<file path="src/common/cgc_cfg.svh">
// constants for the clock generator control and status registers
`ifndef CGC_CFG_SVH
`define CGC_CFG_SVH

// ----------------------------------------------------------------
// register offsets
// ----------------------------------------------------------------
`define CGC_ADDR_W 8
`define CGC_OFF_CONTROL_TWO 8'h00
`define CGC_OFF_STATUS_ONE 8'h01
`define CGC_OFF_STATUS_TWO 8'h02
`define CGC_OFF_MODE_CONFIG 8'h03

// ----------------------------------------------------------------
// control two fields
// ----------------------------------------------------------------
`define CGC_C2_LOL_RE 7
`define CGC_C2_MFD_HI 6
`define CGC_C2_MFD_LO 4
`define CGC_C2_LOC_RE 3
`define CGC_C2_RFD_HI 2
`define CGC_C2_RFD_LO 0
`define CGC_C2_RESET 8'h00

// ----------------------------------------------------------------
// status one fields
// ----------------------------------------------------------------
`define CGC_S1_MODE_HI 7
`define CGC_S1_MODE_LO 6
`define CGC_S1_REF 5
`define CGC_S1_LOL 4
`define CGC_S1_LOCK 3
`define CGC_S1_LOC 2
`define CGC_S1_ERC 1
`define CGC_S1_IRQ 0

// ----------------------------------------------------------------
// status two and mode config fields
// ----------------------------------------------------------------
`define CGC_S2_DCO 0
`define CGC_MC_SEL_HI 4
`define CGC_MC_SEL_LO 3
`define CGC_MC_CLOCK_LOSS_DETECT_DISABLE 1
`define CGC_MC_RESET 8'h00

// ----------------------------------------------------------------
// modes, factors and timing
// ----------------------------------------------------------------
`define CGC_MODE_SELF 2'h0
`define CGC_MODE_BYPASS 2'h2
`define CGC_MULT_BASE 5'h04
`define CGC_DIV_ONE 8'h01
`define CGC_APPLY_NS 40
`define CGC_CLK_NS 10
`define CGC_APPLY_CYCLES ((`CGC_APPLY_NS + `CGC_CLK_NS - 1) / `CGC_CLK_NS)
`define CGC_CNT_W 4
`define CGC_ERR_W 12
`define CGC_UNLOCK_TOL 12'h004
`define CGC_STABLE_SAMPLES 2'h2

`endif

</file>
<file path="src/common/cgc_pkg.sv">
// types shared by the clock generator register block
package cgc_pkg;

  // raw state reported by the clock generator core
  typedef struct packed {
    logic [1:0] mode;
    logic locked;
    logic ext_ok;
    logic ref_crystal;
    logic clock_lost;
    logic dco_running;
    logic gen_off;
  } cgc_core_status_t;

  // factors handed to the loop and divider
  typedef struct packed {
    logic [4:0] multiplier_n;
    logic [7:0] divider_r;
  } cgc_loop_ctrl_t;

  typedef enum logic {
    CLR_IDLE,
    CLR_ARMED
  } cgc_clr_state_t;

endpackage : cgc_pkg

</file>
<file path="src/design/cgc_regs.sv">
// clock generator second control register and status registers
//
// Overview of operation
// - lock-loss flag requests interrupt or reset
// - multiplier N is four plus twice code
// - multiplier write ignored while previous pending
// - clock loss requests interrupt or reset
// - output divider R is two to code
// - divider write ignored while previous pending
// - mode status shows active clock mode
// - reference status shows crystal or external
// - sticky lock-loss flag until software clears
// - lock bit, forced clear outside engaged modes
// - sticky clock-loss flag until software clears
// - external reference stable bit follows qualifier
// - interrupt flag cleared by read then write-one
// - new interrupt restarts the clear sequence
// - writing zero to interrupt flag ignored
// - oscillator stable after two small error changes
// - stable bit gates loop close and monitoring
// - stable bit cleared when generator is off
// - clock-loss detection only when not disabled
//
// Strobed register access and the register addresses are this design's own decisions.
`timescale 1ns/10ps
`include "cgc_cfg.svh"
module cgc_regs (
  // clock and reset
  input wire logic mclk,
  input wire logic reset,
  // register port
  input wire logic [`CGC_ADDR_W-1:0] reg_addr,
  input wire logic [7:0] reg_wdata,
  input wire logic reg_wr,
  input wire logic reg_rd,
  output logic [7:0] reg_rdata,
  // clock generator core, asynchronous levels
  input wire cgc_pkg::cgc_core_status_t core_status,
  // count error samples, same clock
  input wire logic [`CGC_ERR_W-1:0] count_error,
  input wire logic count_error_valid,
  // controls toward the core
  output cgc_pkg::cgc_loop_ctrl_t loop_ctrl,
  output logic loop_ctrl_busy,
  output logic [1:0] mode_select_field,
  output logic clock_loss_detect_disable,
  output logic loop_close_enable,
  output logic dco_monitor_enable,
  // requests
  output logic irq_request,
  output logic reset_request
);

  // ----------------------------------------------------------------
  // synchronised core state
  // ----------------------------------------------------------------
  cgc_pkg::cgc_core_status_t core_sync;

  cgc_sync #(
    .WIDTH($bits(cgc_pkg::cgc_core_status_t))
  ) i_cgc_sync (
    .mclk(mclk),
    .reset(reset),
    .async_in(core_status),
    .sync_out(core_sync)
  );

  // ----------------------------------------------------------------
  // declarations
  // ----------------------------------------------------------------
  logic lock_loss_reset_select;
  logic clock_loss_reset_select;
  logic [2:0] loop_multiplier_code;
  logic [2:0] output_divider_code;
  logic [`CGC_CNT_W-1:0] mult_busy_cnt;
  logic [`CGC_CNT_W-1:0] div_busy_cnt;
  logic [1:0] mode_status_field;
  logic lock_loss_flag;
  logic clock_loss_flag;
  logic clock_gen_irq_flag;
  logic osc_core_stable;
  logic lock_bit;
  logic locked_prev;
  logic clock_lost_prev;
  logic lock_loss_event;
  logic clock_loss_event;
  logic irq_event;
  logic wr_c2;
  logic wr_s1;
  logic wr_mc;
  logic rd_s1;
  logic clr_lol;
  logic clr_loc;
  logic clr_irq_req;
  logic [`CGC_ERR_W-1:0] prev_error;
  logic [`CGC_ERR_W-1:0] error_delta;
  logic [1:0] small_change_cnt;
  logic have_prev_error;
  logic [7:0] next_rdata;
  cgc_pkg::cgc_clr_state_t clr_state;

  // ----------------------------------------------------------------
  // register decode
  // ----------------------------------------------------------------
  assign wr_c2 = reg_wr && (reg_addr == `CGC_OFF_CONTROL_TWO);
  assign wr_s1 = reg_wr && (reg_addr == `CGC_OFF_STATUS_ONE);
  assign wr_mc = reg_wr && (reg_addr == `CGC_OFF_MODE_CONFIG);
  assign rd_s1 = reg_rd && (reg_addr == `CGC_OFF_STATUS_ONE);
  // sticky flags clear on a write of one to their bit
  assign clr_lol = wr_s1 && reg_wdata[`CGC_S1_LOL];
  assign clr_loc = wr_s1 && reg_wdata[`CGC_S1_LOC];
  assign clr_irq_req = wr_s1 && reg_wdata[`CGC_S1_IRQ];

  // ----------------------------------------------------------------
  // control two: response selects
  // ----------------------------------------------------------------
  always_ff @(posedge mclk or posedge reset) begin
    if (reset) begin
      lock_loss_reset_select <= 1'(`CGC_C2_RESET >> `CGC_C2_LOL_RE);
      clock_loss_reset_select <= 1'(`CGC_C2_RESET >> `CGC_C2_LOC_RE);
    end else if (wr_c2) begin
      lock_loss_reset_select <= reg_wdata[`CGC_C2_LOL_RE];
      clock_loss_reset_select <= reg_wdata[`CGC_C2_LOC_RE];
    end
  end

  // ----------------------------------------------------------------
  // control two: multiplier field with apply window
  // ----------------------------------------------------------------
  // the core latches a new factor across its own clock; a second write
  // during that window would tear the value, so it is dropped
  always_ff @(posedge mclk or posedge reset) begin
    if (reset) begin
      loop_multiplier_code <= 3'h0;
      mult_busy_cnt <= '0;
    end else if (wr_c2 && (mult_busy_cnt == '0)) begin
      loop_multiplier_code <= reg_wdata[`CGC_C2_MFD_HI:`CGC_C2_MFD_LO];
      mult_busy_cnt <= `CGC_CNT_W'(`CGC_APPLY_CYCLES);
    end else if (mult_busy_cnt != '0) begin
      mult_busy_cnt <= mult_busy_cnt - `CGC_CNT_W'(1);
    end
  end

  // ----------------------------------------------------------------
  // control two: divider field with apply window
  // ----------------------------------------------------------------
  always_ff @(posedge mclk or posedge reset) begin
    if (reset) begin
      output_divider_code <= 3'h0;
      div_busy_cnt <= '0;
    end else if (wr_c2 && (div_busy_cnt == '0)) begin
      output_divider_code <= reg_wdata[`CGC_C2_RFD_HI:`CGC_C2_RFD_LO];
      div_busy_cnt <= `CGC_CNT_W'(`CGC_APPLY_CYCLES);
    end else if (div_busy_cnt != '0) begin
      div_busy_cnt <= div_busy_cnt - `CGC_CNT_W'(1);
    end
  end

  assign loop_ctrl_busy = (mult_busy_cnt != '0) || (div_busy_cnt != '0);

  // ----------------------------------------------------------------
  // factors toward the loop and divider
  // ----------------------------------------------------------------
  // software alone keeps the product within the oscillator range
  always_ff @(posedge mclk or posedge reset) begin
    if (reset) begin
      loop_ctrl.multiplier_n <= `CGC_MULT_BASE;
      loop_ctrl.divider_r <= `CGC_DIV_ONE;
    end else begin
      loop_ctrl.multiplier_n <= `CGC_MULT_BASE + {1'b0, loop_multiplier_code, 1'b0};
      loop_ctrl.divider_r <= `CGC_DIV_ONE << output_divider_code;
    end
  end

  // ----------------------------------------------------------------
  // mode configuration
  // ----------------------------------------------------------------
  always_ff @(posedge mclk or posedge reset) begin
    if (reset) begin
      mode_select_field <= 2'(`CGC_MC_RESET >> `CGC_MC_SEL_LO);
      clock_loss_detect_disable <= 1'(`CGC_MC_RESET >> `CGC_MC_CLOCK_LOSS_DETECT_DISABLE);
    end else if (wr_mc) begin
      mode_select_field <= reg_wdata[`CGC_MC_SEL_HI:`CGC_MC_SEL_LO];
      clock_loss_detect_disable <= reg_wdata[`CGC_MC_CLOCK_LOSS_DETECT_DISABLE];
    end
  end

  // ----------------------------------------------------------------
  // mode status and lock
  // ----------------------------------------------------------------
  // mode comes from the core's domain, so a new select shows only after
  // the core switches and the synchroniser passes it on
  assign mode_status_field = core_sync.mode;

  // lock reads zero when off, self-clocked or bypassed
  assign lock_bit = core_sync.locked && !core_sync.gen_off
                    && (mode_status_field != `CGC_MODE_SELF)
                    && (mode_status_field != `CGC_MODE_BYPASS);

  // ----------------------------------------------------------------
  // event detection
  // ----------------------------------------------------------------
  always_ff @(posedge mclk or posedge reset) begin
    if (reset) begin
      locked_prev <= 1'b0;
      clock_lost_prev <= 1'b0;
    end else begin
      locked_prev <= lock_bit;
      clock_lost_prev <= core_sync.clock_lost;
    end
  end

  // unexpected loss: lock falls while the loop stays engaged
  assign lock_loss_event = locked_prev && !core_sync.locked && !core_sync.gen_off
                           && (mode_status_field != `CGC_MODE_SELF)
                           && (mode_status_field != `CGC_MODE_BYPASS);
  assign clock_loss_event = core_sync.clock_lost && !clock_lost_prev
                            && !clock_loss_detect_disable;

  // ----------------------------------------------------------------
  // sticky loss flags
  // ----------------------------------------------------------------
  // a new event beats a clear in the same cycle
  always_ff @(posedge mclk or posedge reset) begin
    if (reset) begin
      lock_loss_flag <= 1'b0;
    end else if (lock_loss_event) begin
      lock_loss_flag <= 1'b1;
    end else if (clr_lol) begin
      lock_loss_flag <= 1'b0;
    end
  end

  always_ff @(posedge mclk or posedge reset) begin
    if (reset) begin
      clock_loss_flag <= 1'b0;
    end else if (clock_loss_event) begin
      clock_loss_flag <= 1'b1;
    end else if (clr_loc) begin
      clock_loss_flag <= 1'b0;
    end
  end

  // ----------------------------------------------------------------
  // interrupt flag and clear sequence
  // ----------------------------------------------------------------
  assign irq_event = (lock_loss_event && !lock_loss_reset_select)
                     || (clock_loss_event && !clock_loss_reset_select);

  always_ff @(posedge mclk or posedge reset) begin
    if (reset) begin
      clr_state <= cgc_pkg::CLR_IDLE;
    end else begin
      unique case (clr_state)
        cgc_pkg::CLR_IDLE: begin
          if (rd_s1 && clock_gen_irq_flag && !irq_event) begin
            clr_state <= cgc_pkg::CLR_ARMED;
          end
        end
        cgc_pkg::CLR_ARMED: begin
          // a fresh interrupt sends software back to the read
          if (irq_event || clr_irq_req) begin
            clr_state <= cgc_pkg::CLR_IDLE;
          end
        end
      endcase
    end
  end

  always_ff @(posedge mclk or posedge reset) begin
    if (reset) begin
      clock_gen_irq_flag <= 1'b0;
    end else if (irq_event) begin
      clock_gen_irq_flag <= 1'b1;
    end else if (clr_irq_req && (clr_state == cgc_pkg::CLR_ARMED)) begin
      clock_gen_irq_flag <= 1'b0;
    end
  end

  // ----------------------------------------------------------------
  // requests
  // ----------------------------------------------------------------
  // select bits only matter while their flag stands
  always_ff @(posedge mclk or posedge reset) begin
    if (reset) begin
      reset_request <= 1'b0;
    end else begin
      reset_request <= (lock_loss_flag && lock_loss_reset_select)
                       || (clock_loss_flag && clock_loss_reset_select);
    end
  end

  assign irq_request = clock_gen_irq_flag;

  // ----------------------------------------------------------------
  // oscillator stability
  // ----------------------------------------------------------------
  assign error_delta = (count_error >= prev_error) ? (count_error - prev_error)
                                                   : (prev_error - count_error);

  always_ff @(posedge mclk or posedge reset) begin
    if (reset) begin
      prev_error <= '0;
      have_prev_error <= 1'b0;
    end else if (core_sync.gen_off) begin
      have_prev_error <= 1'b0;
    end else if (count_error_valid) begin
      prev_error <= count_error;
      have_prev_error <= 1'b1;
    end
  end

  // counts consecutive small changes, saturating at two
  always_ff @(posedge mclk or posedge reset) begin
    if (reset) begin
      small_change_cnt <= 2'h0;
    end else if (core_sync.gen_off || !core_sync.dco_running) begin
      small_change_cnt <= 2'h0;
    end else if (count_error_valid && have_prev_error) begin
      if (error_delta > `CGC_UNLOCK_TOL) begin
        small_change_cnt <= 2'h0;
      end else if (small_change_cnt != `CGC_STABLE_SAMPLES) begin
        small_change_cnt <= small_change_cnt + 2'h1;
      end
    end
  end

  always_ff @(posedge mclk or posedge reset) begin
    if (reset) begin
      osc_core_stable <= 1'b0;
    end else if (core_sync.gen_off) begin
      osc_core_stable <= 1'b0;
    end else begin
      osc_core_stable <= (small_change_cnt == `CGC_STABLE_SAMPLES)
                         && core_sync.dco_running;
    end
  end

  // ----------------------------------------------------------------
  // loop close and monitor gating
  // ----------------------------------------------------------------
  // the core holds self-clocked until this rises after leaving off
  assign loop_close_enable = mode_select_field[0] && osc_core_stable;
  assign dco_monitor_enable = (mode_status_field == `CGC_MODE_SELF)
                              && osc_core_stable;

  // ----------------------------------------------------------------
  // read path
  // ----------------------------------------------------------------
  always_comb begin
    next_rdata = 8'h00;
    unique case (reg_addr)
      `CGC_OFF_CONTROL_TWO: begin
        next_rdata[`CGC_C2_LOL_RE] = lock_loss_reset_select;
        next_rdata[`CGC_C2_MFD_HI:`CGC_C2_MFD_LO] = loop_multiplier_code;
        next_rdata[`CGC_C2_LOC_RE] = clock_loss_reset_select;
        next_rdata[`CGC_C2_RFD_HI:`CGC_C2_RFD_LO] = output_divider_code;
      end
      `CGC_OFF_STATUS_ONE: begin
        next_rdata[`CGC_S1_MODE_HI:`CGC_S1_MODE_LO] = mode_status_field;
        next_rdata[`CGC_S1_REF] = core_sync.ref_crystal;
        next_rdata[`CGC_S1_LOL] = lock_loss_flag;
        next_rdata[`CGC_S1_LOCK] = lock_bit;
        next_rdata[`CGC_S1_LOC] = clock_loss_flag;
        next_rdata[`CGC_S1_ERC] = core_sync.ext_ok;
        next_rdata[`CGC_S1_IRQ] = clock_gen_irq_flag;
      end
      `CGC_OFF_STATUS_TWO: begin
        next_rdata[`CGC_S2_DCO] = osc_core_stable;
      end
      `CGC_OFF_MODE_CONFIG: begin
        next_rdata[`CGC_MC_SEL_HI:`CGC_MC_SEL_LO] = mode_select_field;
        next_rdata[`CGC_MC_CLOCK_LOSS_DETECT_DISABLE] = clock_loss_detect_disable;
      end
      default: begin
        next_rdata = 8'h00;
      end
    endcase
  end

  // read data stand one cycle after the strobe, zero otherwise
  always_ff @(posedge mclk or posedge reset) begin
    if (reset) begin
      reg_rdata <= 8'h00;
    end else if (reg_rd) begin
      reg_rdata <= next_rdata;
    end else begin
      reg_rdata <= 8'h00;
    end
  end

endmodule : cgc_regs

</file>
<file path="src/design/cgc_sync.sv">
// two flip-flop level synchroniser of parameterised width
`timescale 1ns/10ps
module cgc_sync #(
  parameter int WIDTH = 1
) (
  // clock and reset
  input wire logic mclk,
  input wire logic reset,
  // levels
  input wire logic [WIDTH-1:0] async_in,
  output logic [WIDTH-1:0] sync_out
);

  logic [WIDTH-1:0] stage_one;

  // stage_one is read by sync_out only
  always_ff @(posedge mclk or posedge reset) begin
    if (reset) begin
      stage_one <= '0;
      sync_out <= '0;
    end else begin
      stage_one <= async_in;
      sync_out <= stage_one;
    end
  end

endmodule : cgc_sync

</file>
<file path="config.mk">
export PLATFORM = sky130hd
export DESIGN_NAME = cgc_regs
export DESIGN_NICKNAME = d
export VERILOG_FILES = /design/src/common/cgc_pkg.sv /design/src/design/cgc_regs.sv /design/src/design/cgc_sync.sv
export VERILOG_INCLUDE_DIRS = /design/src /design/src/common
export SDC_FILE = /design/constraint.sdc
export NUM_CORES = 1
export LEC_CHECK = 0
export ABC_AREA = 0
export ABC_CLOCK_PERIOD_IN_PS = 3000
export CAP_MARGIN = 5
export CORE_MARGIN = 4
export CORE_UTILIZATION = 40
export CTS_CLUSTER_DIAMETER = 150
export DETAILED_ROUTE_END_ITERATION = 8
export DONT_BUFFER_PORTS = 1
export MAX_ROUTING_LAYER = met4
export SLEW_MARGIN = 20
export SYNTH_ARGS = -nofsm -noshare
export SYNTH_HDL_FRONTEND = slang
export SYNTH_SLANG_ARGS = --single-unit
export TNS_END_PERCENT = 100
</file>
<file path="constraint.sdc">
create_clock -name mclk -period 3 [get_ports mclk]
set_clock_uncertainty 0.05 [all_clocks]
set_input_delay 0 -clock mclk [delete_from_list [all_inputs] [get_ports mclk]]
set_output_delay 0 -clock mclk [all_outputs]
set_load 0.1 [all_outputs]
</file>
After elaboration in Yosys (flattened, before gate mapping)
Cells that the tools add are included.

Register bits: 79. Output and inout bits: 29.

Add/subtract/negate cells: 6. Order comparisons: 2. Equality and inequality tests: 6. Shift-type cells: 1. Mux-type cells: 27. Bitwise operators: 2. Reductions and logical operators: 59.

Operator list (count): 1-bit logical AND (29); 12-bit subtractor (2); 8-bit by 2-bit == test with 1-bit output (second input constant) (2); 4-bit two-way mux (4); 2-bit nonzero test (8); 12-bit greater-or-equal comparator (1); 12-bit by 3-bit > comparator with 1-bit output (second input constant) (1); 12-bit two-way mux (1); 1-bit two-way mux (11); 8-bit by 1-bit == test with 1-bit output (second input constant) (1); 1-bit logical NOT (8); 4-bit logical NOT (2); 8-bit logical NOT (1); 2-bit two-way mux (4); 8-bit two-way mux (1); 4-bit nonzero test (2); 1-bit by 3-bit left shift with 8-bit output (first input constant) (1); 4-bit by 1-bit subtractor with 4-bit output (second input constant) (2); 1-bit one-hot mux with 3 select lines (2); 2-bit one-hot mux with 3 select lines (1); 3-bit one-hot mux with 2 select lines (1); 3-bit by 4-bit adder with 5-bit output (first input constant) (1); 1-bit logical OR (5); 2-bit inequality test (second input constant) (2); other kinds (7) (10).

Logic depth before layout (Yosys ltp)
Depth in word-level cells: 11. Mapped depth: 13. Mapped depth without buffers: 12.

Hierarchy
A second synthesis with hierarchy kept.

Cells, all modules: 419. Area, all modules: 4209.0 um^2.

Modules (own cells, without submodules): cgc_regs (instances 1, cells an instance 402, area an instance 3804.9 um^2); cgc_sync (instances 1, cells an instance 17, area an instance 404.1 um^2).

Worst setup path before layout
No wires, ideal clock.

Path kind: reg2reg. Start point: register prev_error[0]. End point: register small_change_cnt[1]. Setup time: 0.064 ns. Arrival time: 2.663 ns. Required time: 2.886 ns. Path slack: 0.223 ns. Cell stages (with the launch flop): 13. Clock period less this slack: 2.777 ns. Path through: dfrtp_1 ha_1 fa_1 nand2b_4 o2bb2ai_2 a211oi_1 or4_4 buf_6 mux2i_1 mux2i_1 o2111ai_2 nor4_2 a21o_1.

Cells in the longest elaborated chain, start to end: 6. Elaborated cells on any way between the ends: 10. Those cells by class: add/sub: 2; order compare: 2; mux: 4; reduce/logical: 2.

RTL lines: start, declared (line cgc_regs.sv:95) `` logic [`CGC_ERR_W-1:0] prev_error; ``; start signal, assigned (line cgc_regs.sv:308) `prev_error <= count_error;`; 12-bit subtractor (tied with other cells) (line cgc_regs.sv:299) `: (prev_error - count_error);`; 12-bit two-way mux * (line cgc_regs.sv:298) `assign error_delta = (count_error >= prev_error) ? (count_error - prev_error)`; 12-bit by 3-bit > comparator with 1-bit output (no line) *; 2-bit two-way mux (line cgc_regs.sv:320) `` if (error_delta > `CGC_UNLOCK_TOL) begin ``; 2-bit two-way mux (line cgc_regs.sv:319) `end else if (count_error_valid && have_prev_error) begin`; 2-bit two-way mux (line cgc_regs.sv:317) `end else if (core_sync.gen_off || !core_sync.dco_running) begin`; end signal, assigned (line cgc_regs.sv:323) `small_change_cnt <= small_change_cnt + 2'h1;`; end, declared (line cgc_regs.sv:97) `logic [1:0] small_change_cnt;`.

Mark *: on every way between the ends. The rest lies on a longest branch, timed or not. The select of a mux whose other input is x is not followed. A chain may end at the register's enable or synchronous reset.

Worst setup path after layout
Start point: register prev_error[10]. End point: register small_change_cnt[1].

The elaborated chain is that of the path after synthesis.

==> results.md <==
- Status: finished, final reports clean
- Final worst-path cycle share: 0.950
- GRT Resource Usage Total: 0.170
- Post-place instance area: around 4400 µm²
- CTS tree: yes
- Final Power: 2.99 mW
- Kind of start point of the critical path: register
- Multi-input gate area: 2130 µm²
- Design Area, Final: 5160 µm²
- Vias/cell: ~5.2
- FF-to-FF Start: prev_error[10]
- Tightest Pin Transition: about 0.97 ns
- Kind of critical path: register to register
- Area Growth Syn to Fin: 22.9%
- Antenna Nets Post-Route: 0
- Slowest cell on crit path: or4_4
- Via count: roughly 3200
- TNS Setup: 0 ns
- Die footprint: 12200 µm²
- Clock transition at path regs: 0.10 ns
- Share of cells above drive strength 1: 0.159
- Clk_lat worst skew: 0.37 ns
- Fill cells: 959
- Highest Clock Rate: 351 MHz
- Maxcap violations: 0
- H-tree level count: 3
- Critical path destination: small_change_cnt[1]
- Worst path max stage delay: about 0.64 ns
- CP Launch Point: prev_error[10]
- Mapped cell area: 4200 µm²
- Crit-path max FO: 8
- Post-layout worst setup margin: 0.150 ns
- Clock Path Buffers: 2
- Critical Path Sink Type: register
- #FFs+latches synth: 78
- Synth warnings: 0
- HP Class: input port to register
- 1st-iter DRT viols: 169
- # IOs: 70
- Async set-reset flop share out of synthesis: 1.00
- Worst Path Arrival: 3.11 ns
- Clock sinks: 78
- Register area share after synthesis: 0.466
- Drt total wl: 9.72 mm
- N_diodes: 0
- Largest net degree at the start of global routing: 33
- DRC viols: 0
- Root Driver: clkbuf_8
- Vias in the first global route: around 3400
- Total gr overflow: 0
- Final hold violation count: 0
- Die Y: 110 µm
- Global-route wire length before repair: 16.5 mm
- Max-slew violations: 0
- Netlist cell types: 61
- Gp weighted congestion: 0.825
- Port bufs: 0
- Post-layout nets: 540
- Worst slack, placed: 0.0550 ns
- Power density over cell area: 579 nW/µm²
- WHS: 0.0313 ns
- CTS Buf Count: 9
- Reg2reg setup slack: 0.15 ns
- Core area: 10300 µm²
- Setup Viol. Count Final: 0
- # rows: 37
- Worst reg-to-reg path cell count: 10
- Die width: between 100 and 150 µm
- Post-Layout Cell Count: 609
- Min cycle time layout: 2.85 ns
- Initial antenna violation count: 0
- EDFF count, synth: 0
- Hpwl dp: 6.75 mm
- Register area: between 1500 and 2000 µm²
- Post-Synthesis Cells: 416
- VDD IR-drop max: 0.000256 V
- Initial core utilization: 0.408
- WP data required: 3.26 ns
- Slew HR: 0.355
- Top_reg_cell synth: dfrtp_1
- Drt first pass iters: 4
- DR WL/cell: 16.0 µm
- Leakage: approximately 2.3 nW
- Syn_area_per_cell: 10.1 µm²
- Placed instance count: between 500 and 600
- Syn_nets: between 400 and 500
- CP cell instances: ha_1 -> and4_1 -> nand2_1 -> o21ai_1 -> or4_4 -> mux2i_2 -> mux2i_1 -> o2111ai_2 -> o31ai_1 -> a21o_1
- Reg2reg end: small_change_cnt[1]
- Final core occ: 0.502
-- metal layers --
| metal | up-vias | wire length [µm] | GRT usage |
|---|---|---|---|
| met1 | 1543 | 4190 | 0.206 |
| met3 | 14 | 452 | 0.0373 |
| li1 | 1547 | - | - |
| met2 | 90 | 4910 | 0.277 |
| met4 | 0 | 167 | 0.0657 |
| met5 | - | 0 | - |
-- final cells by class --
cell class | count | area share
Clock buffer | 9 | 0.0240
Clock inverter | 7 | 0.0172
Inverter | 35 | 0.0257
Multi-Input combinational cell | 285 | 0.412
Sequential cell | 78 | 0.379
Tap cell | 136 | 0.0330
Timing Repair Buffer | 59 | 0.109
-- layout by cell type, fill, tap and decap left out, types with 8 or more instances in the layout --
cell	count
nor2_1	25
a21oi_1	21
dfrtp_1	76
clkbuf_8	9
ha_1	23
mux2i_1	12
inv_1	34
nand2_1	40
mux2_2	10
o21ai_0	26
buf_4	19
nand3_1	8
dlygate4sd3_1	39
-- worst min path at each step --
stage | start | end | slack, ns | depth (start not counted)
after global routing | reg_addr[0] | div_busy_cnt[2] | 0.04 | 2
after global placement | reset | i_cgc_sync.stage_one[2] | -0.08 | 1
final | reg_addr[0] | mult_busy_cnt[2] | 0.03 | 2
after floorplan | core_status[0] | i_cgc_sync.stage_one[0] | -0.02 | 0
after CTS | reg_addr[2] | clock_loss_flag | 0.04 | 6
after detailed placement | reset | div_busy_cnt[1] | -0.07 | 1
-- critical path: cells and delay by family (launching register included) --
kind | cells | cell delay, ns
AO/OA/AOI/OAI | 4 | 0.64
AND/OR/NAND/NOR | 3 | 0.94
multiplexers | 2 | 0.45
flip-flops | 1 | 0.40
adder cells (fa/ha/maj) | 1 | 0.32
-- flip-flops by register name (all words and copies together), names as in the netlist --
register and count:
clock_loss_detect_disable 1, clock_loss_flag 1, clock_loss_reset_select 1, clock_lost_prev 1
clr_state 1, div_busy_cnt 4, have_prev_error 1, i_cgc_sync.stage_one 8
i_cgc_sync.sync_out 8, irq_request 1, lock_loss_flag 1, lock_loss_reset_select 1
locked_prev 1, loop_ctrl 12, loop_multiplier_code 3, mode_select_field 2
mult_busy_cnt 4, osc_core_stable 1, output_divider_code 3, prev_error 12
reg_rdata 8, reset_request 1, small_change_cnt 2
-- power breakdown --
group	switching, mW	total (mW)	internal (mW)
clock	0.458	0.864	0.406
sequential	0.117	1.27	1.15
combinational	0.467	0.853	0.386
total	1.04	2.99	1.95
-- cells in the mapped netlist (all sizes together), types with 2 or more instances --
library cell / n / area share
o21ai: 27 / 0.032
dfrtp: 76 / 0.45
and3: 2 / 0.0030
o31ai: 3 / 0.0054
ha: 29 / 0.086
or3: 3 / 0.0045
xor2: 5 / 0.010
nor3b: 7 / 0.013
and3b: 3 / 0.0063
nand2b: 5 / 0.0092
inv: 35 / 0.031
a31oi: 5 / 0.0075
a21boi: 2 / 0.0036
fa: 2 / 0.0095
mux2i: 14 / 0.033
nor2b: 8 / 0.012
o41a: 2 / 0.0054
nand4b: 2 / 0.0042
a21oi: 23 / 0.027
and2: 2 / 0.0030
xnor2: 5 / 0.010
o2111ai: 4 / 0.0098
nor4: 2 / 0.0045
a211oi: 2 / 0.0036
and4: 2 / 0.0042
or4: 2 / 0.0045
nand4: 2 / 0.0030
o221ai: 2 / 0.0042
nor2: 26 / 0.024
dfstp: 2 / 0.013
clkbuf: 12 / 0.011
a21o: 6 / 0.011
o211ai: 2 / 0.0036
nand2: 40 / 0.036
o21a: 7 / 0.013
nand3: 8 / 0.0095
mux2: 10 / 0.027
nor3: 7 / 0.0083
buf: 6 / 0.012
-- timing repair --
item                                   CTS  global route
resized for setup                        0            21
setup endpoints to repair                0             2
buffers inserted                         0             1
hold buffers                            39             0
endpoints found under the hold margin   76             0
-- logic make-up (layout without fill, tap and decap cells) --
family,after synthesis,in the layout,share of synthesized area
muxes,24,24,0.0602
buffers and inverters,53,110,0.0540
other,1,1,0.000894
and+or+nand+nor,126,126,0.159
adders and majority gates,31,31,0.0960
AOI/OAI and AO/OA,93,93,0.144
xor gates and xnor gates,10,10,0.0209
DFF,78,78,0.466
Note: power is estimated with default switching activity, not from simulation.
